File: config.mk
export PLATFORM = sky130hd
export DESIGN_NAME = cso_status_dev_flat
export DESIGN_NICKNAME = d
export VERILOG_FILES = /design/src/hdl/cso_pkg.sv /design/src/hdl/cso_status_if.sv /design/src/hdl/cso_status_dev.sv /design/src/flat_wrapper.sv
export SDC_FILE = /design/constraint.sdc
export NUM_CORES = 1
export LEC_CHECK = 0
export BUFFER_PORTS_ARGS = -buffer_cell sky130_fd_sc_hd__buf_2
export CORE_ASPECT_RATIO = 0.5
export CORE_MARGIN = 1
export CORE_UTILIZATION = 35
export CTS_CLUSTER_DIAMETER = 60
export CTS_CLUSTER_SIZE = 28
export DETAILED_ROUTE_END_ITERATION = 8
export GPL_ROUTABILITY_DRIVEN = 0
export MAX_ROUTING_LAYER = met4
export PLACE_DENSITY = 0.73
export SYNTH_ARGS = -nofsm -noshare
export SYNTH_HDL_FRONTEND = slang
export SYNTH_SLANG_ARGS = --single-unit
export TNS_END_PERCENT = 5
File: constraint.sdc
create_clock -name clk -period 2.4 [get_ports clk]
set_input_delay 0.24 -clock clk [delete_from_list [all_inputs] [get_ports clk]]
set_output_delay 0.24 -clock clk [all_outputs]
set_load 0.1 [all_outputs]
File: src/hdl/cso_pkg.sv
// shared constants and types for the configuration status outputs
package cso_pkg;

   // physical and virtual function counts
   localparam int NUM_PF = 2;
   localparam int NUM_VF = 6;

   // status field widths
   localparam int LSTAT_W   = 2;
   localparam int WIDTH_W   = 4;
   localparam int SPEED_W   = 3;
   localparam int SIZE_W    = 3;
   localparam int CMD_PER   = 4;
   localparam int PWR_PER   = 3;
   localparam int VF_PER    = 2;
   localparam int REG_W     = 16;
   localparam int PM_W      = 2;
   localparam int BYTES_W   = 13;

   // field positions inside configuration registers
   localparam int LS_SPEED_LO  = 0;
   localparam int LS_WIDTH_LO  = 4;
   localparam int DC_MPS_LO    = 5;
   localparam int DC_MRRS_LO   = 12;
   localparam int CMD_IO_BIT   = 0;
   localparam int CMD_MEM_BIT  = 1;
   localparam int CMD_BM_BIT   = 2;
   localparam int CMD_INTX_BIT = 10;

   // link state codes
   localparam logic [1:0] LSTAT_NO_RCVR  = 2'h0;
   localparam logic [1:0] LSTAT_TRAINING = 2'h1;
   localparam logic [1:0] LSTAT_DL_INIT  = 2'h2;
   localparam logic [1:0] LSTAT_DL_DONE  = 2'h3;

   // link rate codes and raw speed field values
   localparam logic [1:0] SPD_FIELD_2G5 = 2'h1;
   localparam logic [1:0] SPD_FIELD_5G  = 2'h2;
   localparam logic [1:0] SPD_FIELD_8G  = 2'h3;
   localparam logic [2:0] RATE_NONE     = 3'h0;
   localparam logic [2:0] RATE_2G5      = 3'h1;
   localparam logic [2:0] RATE_5G       = 3'h2;
   localparam logic [2:0] RATE_8G       = 3'h4;

   // power state field values and output codes
   localparam logic [1:0] PM_FIELD_D0    = 2'h0;
   localparam logic [1:0] PM_FIELD_D1    = 2'h1;
   localparam logic [1:0] PM_FIELD_D3HOT = 2'h3;
   localparam logic [2:0] PWR_D0_UNINIT  = 3'h0;
   localparam logic [2:0] PWR_D0_ACTIVE  = 3'h1;
   localparam logic [2:0] PWR_D1         = 3'h2;
   localparam logic [2:0] PWR_D3HOT      = 3'h4;

   // size limit codes
   localparam logic [2:0]         SIZE_CODE_MAX = 3'h5;
   localparam logic [BYTES_W-1:0] SIZE_BASE     = 13'h0080;

   // major training states, gray coded along the usual path
   typedef enum logic [3:0] {
      LT_DETECT   = 4'h0,
      LT_POLLING  = 4'h1,
      LT_CONFIG   = 4'h3,
      LT_L0       = 4'h2,
      LT_RECOVERY = 4'h6,
      LT_L0S      = 4'h7,
      LT_L1       = 4'h5,
      LT_L2       = 4'h4,
      LT_DISABLED = 4'hC
   } cso_ltssm_e;

endpackage

File: src/hdl/cso_status_if.sv
// interface carrying the status outputs from core to user logic
`timescale 1ns/10ps
interface cso_status_if;
   logic                                           phy_link_down;
   logic [cso_pkg::LSTAT_W-1:0]                    phy_link_status;
   logic [cso_pkg::WIDTH_W-1:0]                    negotiated_width;
   logic [cso_pkg::SPEED_W-1:0]                    current_speed;
   logic [cso_pkg::SIZE_W-1:0]                     max_payload;
   logic [cso_pkg::SIZE_W-1:0]                     max_read_req;
   logic [cso_pkg::NUM_PF*cso_pkg::CMD_PER-1:0]    function_status;
   logic [cso_pkg::NUM_VF*cso_pkg::VF_PER-1:0]     virtual_function_flags;
   logic [cso_pkg::NUM_PF*cso_pkg::PWR_PER-1:0]    function_power_state;

   modport dev (
      output phy_link_down,
      output phy_link_status,
      output negotiated_width,
      output current_speed,
      output max_payload,
      output max_read_req,
      output function_status,
      output virtual_function_flags,
      output function_power_state
   );

   modport usr (
      input  phy_link_down,
      input  phy_link_status,
      input  negotiated_width,
      input  current_speed,
      input  max_payload,
      input  max_read_req,
      input  function_status,
      input  virtual_function_flags,
      input  function_power_state
   );
endinterface

File: src/hdl/cso_status_dev.sv
// core end: derives the configuration status outputs from core state
`timescale 1ns/10ps
module cso_status_dev (
   // clock and reset
   input  wire logic                                        clk,
   input  wire logic                                        rst_n,
   // training state and data link progress
   input  wire cso_pkg::cso_ltssm_e                         ltssm_state,
   input  wire logic                                        dl_init_done,
   // configuration register contents
   input  wire logic [cso_pkg::REG_W-1:0]                   link_status,
   input  wire logic [cso_pkg::REG_W-1:0]                   dev_control,
   input  wire logic [cso_pkg::NUM_PF*cso_pkg::REG_W-1:0]   func_command,
   input  wire logic [cso_pkg::NUM_PF*cso_pkg::PM_W-1:0]    func_pm_state,
   input  wire logic [cso_pkg::NUM_PF-1:0]                  func_d0_active,
   // virtual function state
   input  wire logic [cso_pkg::NUM_VF-1:0]                  vf_enabled,
   input  wire logic [cso_pkg::NUM_VF-1:0]                  vf_bus_master,
   // status towards user logic
   cso_status_if.dev                                        st
);

   typedef struct packed {
      cso_pkg::cso_ltssm_e                                  prev_state;
      logic                                                 cfg_via_polling;
      logic                                                 link_down;
      logic [cso_pkg::LSTAT_W-1:0]                          link_code;
      logic [cso_pkg::WIDTH_W-1:0]                          width;
      logic [cso_pkg::SPEED_W-1:0]                          speed;
      logic [cso_pkg::SIZE_W-1:0]                           mps;
      logic [cso_pkg::SIZE_W-1:0]                           mrrs;
      logic [cso_pkg::NUM_PF*cso_pkg::CMD_PER-1:0]          fstat;
      logic [cso_pkg::NUM_VF*cso_pkg::VF_PER-1:0]           vflags;
      logic [cso_pkg::NUM_PF*cso_pkg::PWR_PER-1:0]          fpwr;
   } cso_dev_state_s;

   cso_dev_state_s                                  state_reg;
   cso_dev_state_s                                  state_next;
   logic                                            link_up;
   logic                                            cfg_entry;
   logic                                            cfg_from_polling;
   // per-function fields built by the generate loops
   logic [cso_pkg::NUM_PF*cso_pkg::CMD_PER-1:0]     fstat_w;
   logic [cso_pkg::NUM_PF*cso_pkg::PWR_PER-1:0]     fpwr_w;
   logic [cso_pkg::NUM_VF*cso_pkg::VF_PER-1:0]      vflags_w;

   // raw speed field to one-hot rate code
   function automatic logic [cso_pkg::SPEED_W-1:0] rate_code(
      input logic [1:0] field
   );
      logic [cso_pkg::SPEED_W-1:0] code;
      case (field)
         cso_pkg::SPD_FIELD_2G5: code = cso_pkg::RATE_2G5;
         cso_pkg::SPD_FIELD_5G:  code = cso_pkg::RATE_5G;
         cso_pkg::SPD_FIELD_8G:  code = cso_pkg::RATE_8G;
         default:                code = cso_pkg::RATE_NONE;
      endcase
      return code;
   endfunction

   // power management field to output power code
   function automatic logic [cso_pkg::PWR_PER-1:0] power_code(
      input logic [cso_pkg::PM_W-1:0] pm,
      input logic                     d0_active
   );
      logic [cso_pkg::PWR_PER-1:0] code;
      case (pm)
         cso_pkg::PM_FIELD_D0: begin
            code = d0_active ? cso_pkg::PWR_D0_ACTIVE : cso_pkg::PWR_D0_UNINIT;
         end
         cso_pkg::PM_FIELD_D1:    code = cso_pkg::PWR_D1;
         cso_pkg::PM_FIELD_D3HOT: code = cso_pkg::PWR_D3HOT;
         default:                 code = cso_pkg::PWR_D0_UNINIT;
      endcase
      return code;
   endfunction

   // command register to the four enables of one function
   function automatic logic [cso_pkg::CMD_PER-1:0] cmd_bits(
      input logic [cso_pkg::REG_W-1:0] cmd
   );
      logic [cso_pkg::CMD_PER-1:0] b;
      b = {cmd[cso_pkg::CMD_INTX_BIT], cmd[cso_pkg::CMD_BM_BIT],
           cmd[cso_pkg::CMD_MEM_BIT], cmd[cso_pkg::CMD_IO_BIT]};
      return b;
   endfunction

   // configuration entry seen this cycle
   assign cfg_entry = (ltssm_state == cso_pkg::LT_CONFIG) &&
                      (state_reg.prev_state != cso_pkg::LT_CONFIG);

   // previous state polling: configuration came through detect then polling
   assign cfg_from_polling = (state_reg.prev_state == cso_pkg::LT_POLLING);

   // LinkUp state variable
   always_comb begin
      case (ltssm_state)
         cso_pkg::LT_RECOVERY,
         cso_pkg::LT_L0,
         cso_pkg::LT_L0S,
         cso_pkg::LT_L1,
         cso_pkg::LT_L2: begin
            link_up = 1'b1;
         end
         cso_pkg::LT_CONFIG: begin
            // down only when reached through detect then polling
            if (cfg_entry) begin
               link_up = !cfg_from_polling;
            end else begin
               link_up = !state_reg.cfg_via_polling;
            end
         end
         default: begin
            link_up = 1'b0;
         end
      endcase
   end

   always_comb begin
      state_next            = state_reg;
      state_next.prev_state = ltssm_state;

      // remember how configuration was reached
      if (cfg_entry) begin
         state_next.cfg_via_polling = cfg_from_polling;
      end

      state_next.link_down = !link_up;

      // link state code
      if (ltssm_state == cso_pkg::LT_DETECT) begin
         state_next.link_code = cso_pkg::LSTAT_NO_RCVR;
      end else if (!link_up) begin
         state_next.link_code = cso_pkg::LSTAT_TRAINING;
      end else if (dl_init_done) begin
         state_next.link_code = cso_pkg::LSTAT_DL_DONE;
      end else begin
         state_next.link_code = cso_pkg::LSTAT_DL_INIT;
      end

      state_next.width = link_status[cso_pkg::LS_WIDTH_LO +: cso_pkg::WIDTH_W];
      state_next.speed = rate_code(link_status[cso_pkg::LS_SPEED_LO +: 2]);
      state_next.mps   = dev_control[cso_pkg::DC_MPS_LO +: cso_pkg::SIZE_W];
      state_next.mrrs  = dev_control[cso_pkg::DC_MRRS_LO +: cso_pkg::SIZE_W];

      // per-function fields from the generate loops
      state_next.fstat  = fstat_w;
      state_next.fpwr   = fpwr_w;
      state_next.vflags = vflags_w;
   end

   // command bits and power code of each physical function
   for (genvar f = 0; f < cso_pkg::NUM_PF; f++) begin : g_pf
      // four enables of one function
      assign fstat_w[f*cso_pkg::CMD_PER +: cso_pkg::CMD_PER] =
         cmd_bits(func_command[f*cso_pkg::REG_W +: cso_pkg::REG_W]);
      // power code of one function
      assign fpwr_w[f*cso_pkg::PWR_PER +: cso_pkg::PWR_PER] =
         power_code(func_pm_state[f*cso_pkg::PM_W +: cso_pkg::PM_W],
                    func_d0_active[f]);
   end

   // enable and bus master flags of each virtual function
   for (genvar v = 0; v < cso_pkg::NUM_VF; v++) begin : g_vf
      // lower bit software enable, upper bit bus master enable
      assign vflags_w[v*cso_pkg::VF_PER]     = vf_enabled[v];
      assign vflags_w[v*cso_pkg::VF_PER + 1] = vf_bus_master[v];
   end

   // reset leaves link-down low until release
   always_ff @(posedge clk or negedge rst_n) begin
      if (!rst_n) begin
         state_reg            <= '0;
         state_reg.prev_state <= cso_pkg::LT_DETECT;
      end else begin
         state_reg <= state_next;
      end
   end

   // outputs come straight from flip-flops
   assign st.phy_link_down          = state_reg.link_down;
   assign st.phy_link_status        = state_reg.link_code;
   assign st.negotiated_width       = state_reg.width;
   assign st.current_speed          = state_reg.speed;
   assign st.max_payload            = state_reg.mps;
   assign st.max_read_req           = state_reg.mrrs;
   assign st.function_status        = state_reg.fstat;
   assign st.virtual_function_flags = state_reg.vflags;
   assign st.function_power_state   = state_reg.fpwr;

endmodule

File: src/flat_wrapper.sv
// flat-port wrapper written by rule: the top's interface ports become plain ports
module cso_status_dev_flat 
  (clk, rst_n, ltssm_state, dl_init_done, link_status, dev_control, func_command, func_pm_state, func_d0_active, vf_enabled, vf_bus_master, st_phy_link_down, st_phy_link_status, st_negotiated_width, st_current_speed, st_max_payload, st_max_read_req, st_function_status, st_virtual_function_flags, st_function_power_state);
  cso_status_if st_i ();
  input  wire logic clk;
  input  wire logic rst_n;
  input  wire cso_pkg::cso_ltssm_e ltssm_state;
  input  wire logic dl_init_done;
  input  wire logic [cso_pkg::REG_W-1:0] link_status;
  input  wire logic [cso_pkg::REG_W-1:0] dev_control;
  input  wire logic [cso_pkg::NUM_PF*cso_pkg::REG_W-1:0] func_command;
  input  wire logic [cso_pkg::NUM_PF*cso_pkg::PM_W-1:0] func_pm_state;
  input  wire logic [cso_pkg::NUM_PF-1:0] func_d0_active;
  input  wire logic [cso_pkg::NUM_VF-1:0] vf_enabled;
  input  wire logic [cso_pkg::NUM_VF-1:0] vf_bus_master;
  output wire logic [$bits(st_i.phy_link_down)-1:0] st_phy_link_down;
  output wire logic [$bits(st_i.phy_link_status)-1:0] st_phy_link_status;
  output wire logic [$bits(st_i.negotiated_width)-1:0] st_negotiated_width;
  output wire logic [$bits(st_i.current_speed)-1:0] st_current_speed;
  output wire logic [$bits(st_i.max_payload)-1:0] st_max_payload;
  output wire logic [$bits(st_i.max_read_req)-1:0] st_max_read_req;
  output wire logic [$bits(st_i.function_status)-1:0] st_function_status;
  output wire logic [$bits(st_i.virtual_function_flags)-1:0] st_virtual_function_flags;
  output wire logic [$bits(st_i.function_power_state)-1:0] st_function_power_state;
  assign st_phy_link_down = st_i.phy_link_down;
  assign st_phy_link_status = st_i.phy_link_status;
  assign st_negotiated_width = st_i.negotiated_width;
  assign st_current_speed = st_i.current_speed;
  assign st_max_payload = st_i.max_payload;
  assign st_max_read_req = st_i.max_read_req;
  assign st_function_status = st_i.function_status;
  assign st_virtual_function_flags = st_i.virtual_function_flags;
  assign st_function_power_state = st_i.function_power_state;
  cso_status_dev u_core (.clk(clk), .rst_n(rst_n), .ltssm_state(ltssm_state), .dl_init_done(dl_init_done), .link_status(link_status), .dev_control(dev_control), .func_command(func_command), .func_pm_state(func_pm_state), .func_d0_active(func_d0_active), .vf_enabled(vf_enabled), .vf_bus_master(vf_bus_master), .st(st_i));
endmodule
==> run metrics, run 1 <==
Max-slew headroom=0.3470; core region area=4446 um2; Leakage Power=between 1 and 1.5 nW; first-pass GRT wire length=a little over 4000 um; Ys Warns=0; cells along the critical path=buf_2; Area after DPL=about 1800 um2; asr flop ratio synth=1.000; CTS Buf Count=5; largest net degree at the start of global routing=48; Post-CTS Setup Repair Bufs=0; HP Class=in -> reg; vias in the first global route=just under 900; Seq/Total Area, Yosys=0.7192; count of pins over their slew limit=0; Post-CTS Resized=0; Setup-failing EPs final=0; CP max-delay cell=buf_2; synth unique cells=15; root buffer cell=clkbuf_8; cell taking the most area after synthesis=dfrtp_1; Final Instance Area=1936 um2; initial antenna violation count=0; Crit path max-delay family=buffers and inverters; Max-Cap Viols=0; Max VDD drop=0.0002740 V; CP bufs+invs=1; share of cells above drive strength 1=0.5732; All-Layer GR Usage=0.1145; status=finished, final reports clean; Routed Antenna Nets=0; Final period util=0.5414; Die ar.=a little under 5000 um2; Remaining Overflow, GRT=0; Port Buffers=86; via count=~870; PwrDens=~920 nW/um2; Tmin final=1.299 ns; Crit path largest cell delay=around 0.42 ns; DR iter-0 viols=18; worst-margin pin slew=just under 1 ns; die width=98.67 um; Most used DFF post-synth=dfrtp_1; Synth-to-Final Area Change=18.36%; clock sinks=47; flop2flop setup slack=between 1 and 1.5 ns; critical path type=reg -> out; routed wire length=between 2000 and 3000 um; post-synth net total=roughly 200; DP Wirelength=slightly above 2000 um; mapped cell area=around 1600 um2; Critical Path Start Type=register; Final Power=around 1.8 mW; clock buffer depth=2; hold_buf cts=0; Yosys top cell area share=0.7192; chip height=about 50 um; Commonest cells post-synth=47 x dfrtp_1, 41 x buf_4, 5 x nor2b_1; Starting Density=0.3679; DRC Markers=0; Max Fanout on Critical Path=1; Mapped Avg Cell Area=around 15 um2; wire per inst=roughly 12 um; synth top area cells=dfrtp_1 72%, buf_4 19%, nor2b_1 1.9%; Mapped Cells=112; Fillers=between 300 and 400; RSZ-0062 raised after global routing=no; Crit. End Element=output port; Largest register FFs=12; count leader, synth=dfrtp_1; Cell Rows=17; crit path DAT=roughly 1.1 ns; Clock Skew=between 0.0015 and 0.002 ns; clk slew on worst S/H paths=0.08 ns; Req. time, crit path=about 2.2 ns; number of synthesized flops with an enable pin=0; flip-flop and latch count after synthesis=47; H-Tree Depth=2; Via-to-Cell Ratio=3.919; IO Count=131; top achievable clock speed=roughly 770 MHz; Skew-Pair Late Insertion Delay=0.29 ns; CTS tree=yes; first-pass detailed-route iteration total=4; Nets=between 200 and 300; Final Hold Vio Count=0; final setup TNS=0 ns; ant diodes=0
-- area by class of cell --
type	instances	area (um2)	share of cell area
timing repair buffer	86	430.4	0.2224
inverter	1	3.754	0.001939
sequential	47	1176	0.6076
multi-input combinational	23	147.6	0.07628
clock buffer	5	68.82	0.03555
tap	57	71.32	0.03685
clock inverter	2	37.54	0.01939
-- final timing paths --
kind                                                   start                       endpoint  depth (start not counted)
max                        u_core.st.function_power_state[4]     st_function_power_state[4]                          1
min                                           link_status[7]  u_core.st.negotiated_width[3]                          1
max reg2reg                             u_core.state_reg[42]        u_core.st.phy_link_down                          3
min reg2reg                             u_core.state_reg[45]           u_core.state_reg[42]                          3
max in group asynchronous                              rst_n   u_core.st.function_status[2]                          1
min in group asynchronous                              rst_n   u_core.st.function_status[6]                          1
-- power by group --
part           internal, mW  total [mW]  switching [mW]
Combinational        0.0602       0.388           0.328
Clock                 0.304       0.545           0.240
Sequential            0.834       0.845          0.0112
Total                  1.20        1.78           0.579
-- logic make-up after synthesis --
| group | count (synthesis) | synth area share |
|---|---|---|
| buffers and inverters | 42 | 0.1905 |
| AO/OA/AOI/OAI | 5 | 0.02219 |
| flip-flops | 47 | 0.7192 |
| AND/OR/NAND/NOR | 18 | 0.06810 |
-- per-layer routing --
layer  vias to the layer above  global-route usage  part of all wire
li1                        408                   -                 -
met1                       431              0.1106              0.37
met2                        19              0.2171              0.58
met3                         8             0.02507             0.032
met4                         0             0.06716             0.021
met5                         -                   -                 0
-- layout by cell type (no fill, tap or decap), drive strengths merged --
cell / n
buf: 86
dfrtp: 47
nor2b: 5
clkbuf: 5
and2: 3
nor3b: 2
nor2: 2
nand2: 2
a21oi: 2
o21ai: 2
and4bb: 1
inv: 1
nand2b: 1
a41oi: 1
nand3: 1
and2b: 1
clkinvlp: 1
bufinv: 1
-- through the flow --
step / cells / worst slack, ns / hold WS, ns / util
floorplan: 112 / 1.277 / -0.05559 / -
global placement: 214 / 1.367 / 0.3484 / 0.4115
detailed placement: 214 / 1.291 / 0.3494 / 0.4115
CTS: 221 / 1.082 / 0.03340 / 0.4354
global route: 221 / 1.064 / 0.02595 / 0.4354
finish: 221 / 1.101 / 0.04664 / 0.4354
Note: power is estimated with default switching activity, not from simulation.
==> run 2, diff against run 1 <==
PLACE_DENSITY = 0.76   (was 0.73)
clock period = 1.1 ns   (was 2.4 ns; I/O delays follow)
==> run 2 against run 1 <==
  * Clock skew fell by 0.00086 ns
  * Hold slack improved by 0.012 ns
  * Utilization grew 24 points
  * First-iteration DRC count rose by 67%
  * Clock power grew to 2.7 times the previous value
  * Worst setup slack got worse by 1.1 ns
  * Via count grew 25%
  * Critical path depth is 4 higher
  * Die area stayed put
  * Critical path type is now in -> reg
  * Largest cell class is now buffers
  * Largest power group unchanged
==> run metrics, run 2 (synthesis results as in run 1) <==
Routed Antenna Nets=0 (unchanged); root buffer cell=clkbuf_8; CTS tree=yes; Clock Skew=0.0006566 ns (-0.0008590 ns); area of the multi-input gates=147.6 um2 (unchanged); CTS Buf Count=5 (unchanged); Crit. End Element=register; Final period util=0.9953; clock buffer depth=2 (unchanged); max layer used=met4; Skew-Pair Late Insertion Delay=0.30 ns (about the same); routed wire length=4145 um (+57%); Via-to-Cell Ratio=4.083 (+4.2%); DRC Markers=0 (unchanged); Sw Share=0.3024 (-0.02355); Min-Delay Endpoint=u_core.st.function_power_state[0]; worst-margin pin slew=0.3789 ns (-0.6007 ns); via count=1082 (+25%); most frequent cells in the layout=47 x dfrtp_1, 44 x buf_2, 42 x buf_12; Final Power=4.605 mW (+160%); Placed Cells=216 (+0.93%); IO Count=131 (unchanged); Largest register FFs=12 (unchanged); Net Switching=1.393 mW (+140%); die width=98.67 um (unchanged); Critical Path Start Type=primary input; Req. time, crit path=1.29 ns (-0.87 ns); H-Tree Depth=2 (unchanged); count of pins over their slew limit=0 (unchanged); chip height=50.34 um (unchanged); All-Layer GR Usage=0.1907 (+0.07621); ant diodes=0 (unchanged); PwrDens=1526 nW/um2 (+66%); flop2flop setup slack=0.03 ns (-1.36 ns); DR WL met3=117 um (+41%); RR Startpoint=u_core.state_reg[42]; Leakage Power=1.424 nW (+41%); Hold Crit Start=func_d0_active[0]; logic gate share of total power=0.269 (+0.051); top achievable clock speed=roughly 910 MHz; Setup-failing EPs final=0 (unchanged); first-pass detailed-route iteration total=4 (unchanged); vias in the first global route=1188 (+35%); first-pass GRT wire length=6596 um (+62%); crit path DAT=1.29 ns (+0.23 ns); Remaining Overflow, GRT=0 (unchanged); Cell Rows=17 (unchanged); Starting Density=0.3679 (unchanged); Clock Power Share=0.318 (+0.012); Port Buffers=86 (unchanged); Crit Reg-Reg Endpoint=u_core.st.phy_link_status[0]; most common cell after layout, fill and taps aside=dfrtp_1; Max-Cap Viols=0 (unchanged); status=finished, final reports clean; Post-CTS Setup Repair Bufs=0 (unchanged); pre-CTS setup slack=0.1300 ns (-1.161 ns); post-layout util=0.6789 (+0.2435); wire per inst=15.64 um (+31%); Die ar.=4966 um2 (unchanged); register area=1176 um2 (unchanged); Fillers=262 (-34%); Non-Filler Instances=265 (+20%); Nets=296 (+17%); initial antenna violation count=0 (unchanged); Max Fanout on Critical Path=6 (+5); hold path cells=2 (+1); RSZ-0062 raised after global routing=yes; HP Class=in -> reg; Max VDD drop=0.0006428 V (+130%); Final Hold Vio Count=0 (unchanged); cell-internal power=3.213 mW (+170%); DP Wirelength=2471 um (+19%); clk slew on worst S/H paths=0.08 ns (about the same); sequential share of power=0.413 (-0.062); Post-CTS Resized=0 (unchanged); critical path type=in -> reg; Synth-to-Final Area Change=84.54%; met2 WL=2331 um (+53%); Max-slew headroom=0.7474 (+0.4005); DR iter-0 viols=30 (+12); met1 WL=1626 um (+69%); Tmin final=~1.1 ns; clock sinks=47 (unchanged); Final WS setup=0.005161 ns (-1.096 ns); core region area=4446 um2 (unchanged); reg2reg path depth=3 (unchanged); largest net degree at the start of global routing=31 (-35%); share of cells above drive strength 1=0.4615 (-0.1116)
-- run 2: cell count changes in the layout (fill, tap and decap cells not counted) --
cell,before,now
buf_12,0,42
buf_2,86,44
dlygate4sd3_1,0,41
buf_4,0,2
bufinv_16,1,2
clkbuf_1,0,1
clkinvlp_4,1,0
-- run 2: how the worst max path moves through the flow --
stage	from	end	slack, ns	cells after the start
floorplan	u_core.st.phy_link_down	st_phy_link_down	0.11	0
global placement	u_core.state_reg[42]	u_core.st.phy_link_down	0.14	3
detailed placement	u_core.state_reg[42]	u_core.st.phy_link_down	0.13	3
CTS	ltssm_state[2]	u_core.st.phy_link_status[1]	0.04	5
global route	ltssm_state[3]	u_core.state_reg[42]	-0.001	5
finish	ltssm_state[2]	u_core.st.phy_link_status[1]	0.005	5
-- run 2: cell type report --
type | count | share of cell area
Timing Repair Buffer | 129 | 0.4925
Sequential cell | 47 | 0.3897
Multi-Input combinational cell | 23 | 0.04892
Clock buffer | 6 | 0.02405
Tap cell | 57 | 0.02363
Clock inverter | 2 | 0.01990
Inverter | 1 | 0.001244
-- run 2: critical path, stage by stage --
cell and delay, ns:
dlygate4sd3_1 0.52, buf_2 0.15, nor2b_1 0.15, a41oi_2 0.15, and2b_1 0.21
-- run 2: power groups by stage --
| stage | sequential, mW | clock [mW] | combinational, mW |
|---|---|---|---|
| final | 1.90 | 1.46 | 1.24 |
| after global routing | 1.91 | 1.58 | 1.27 |
| after CTS | 1.90 | 1.49 | 1.23 |
| after detailed placement | 1.93 | 0 | 1.12 |
| after global placement | 1.93 | 0 | 1.10 |
| after floorplan | 1.89 | 0 | 0.742 |
-- run 2: stage by stage --
| step | cell area, um2 | hold WS [ns] | TNS (ns) |
|---|---|---|---|
| 2_1_floorplan | 1635 | -0.1856 | 0 |
| 3_3_place_gp | 2475 | 0.07402 | 0 |
| 3_5_place_dp | 2475 | 0.08373 | 0 |
| 4_1_cts | 3018 | 0.05248 | 0 |
| 5_1_grt | 3018 | 0.04060 | -0.001035 |
| 6_report | 3018 | 0.05846 | 0 |
-- run 2: routing by layer --
layer,GRT usage,up-vias
met5,-,-
met4,0.06219,0
met3,0.03900,7
met2,0.3369,30
met1,0.2235,549
li1,-,496
-- run 2: timing repair --
item	in CTS	in global routing
hold buffers	41	0
endpoints found under the hold margin	87	0
setup endpoints to repair	0	2
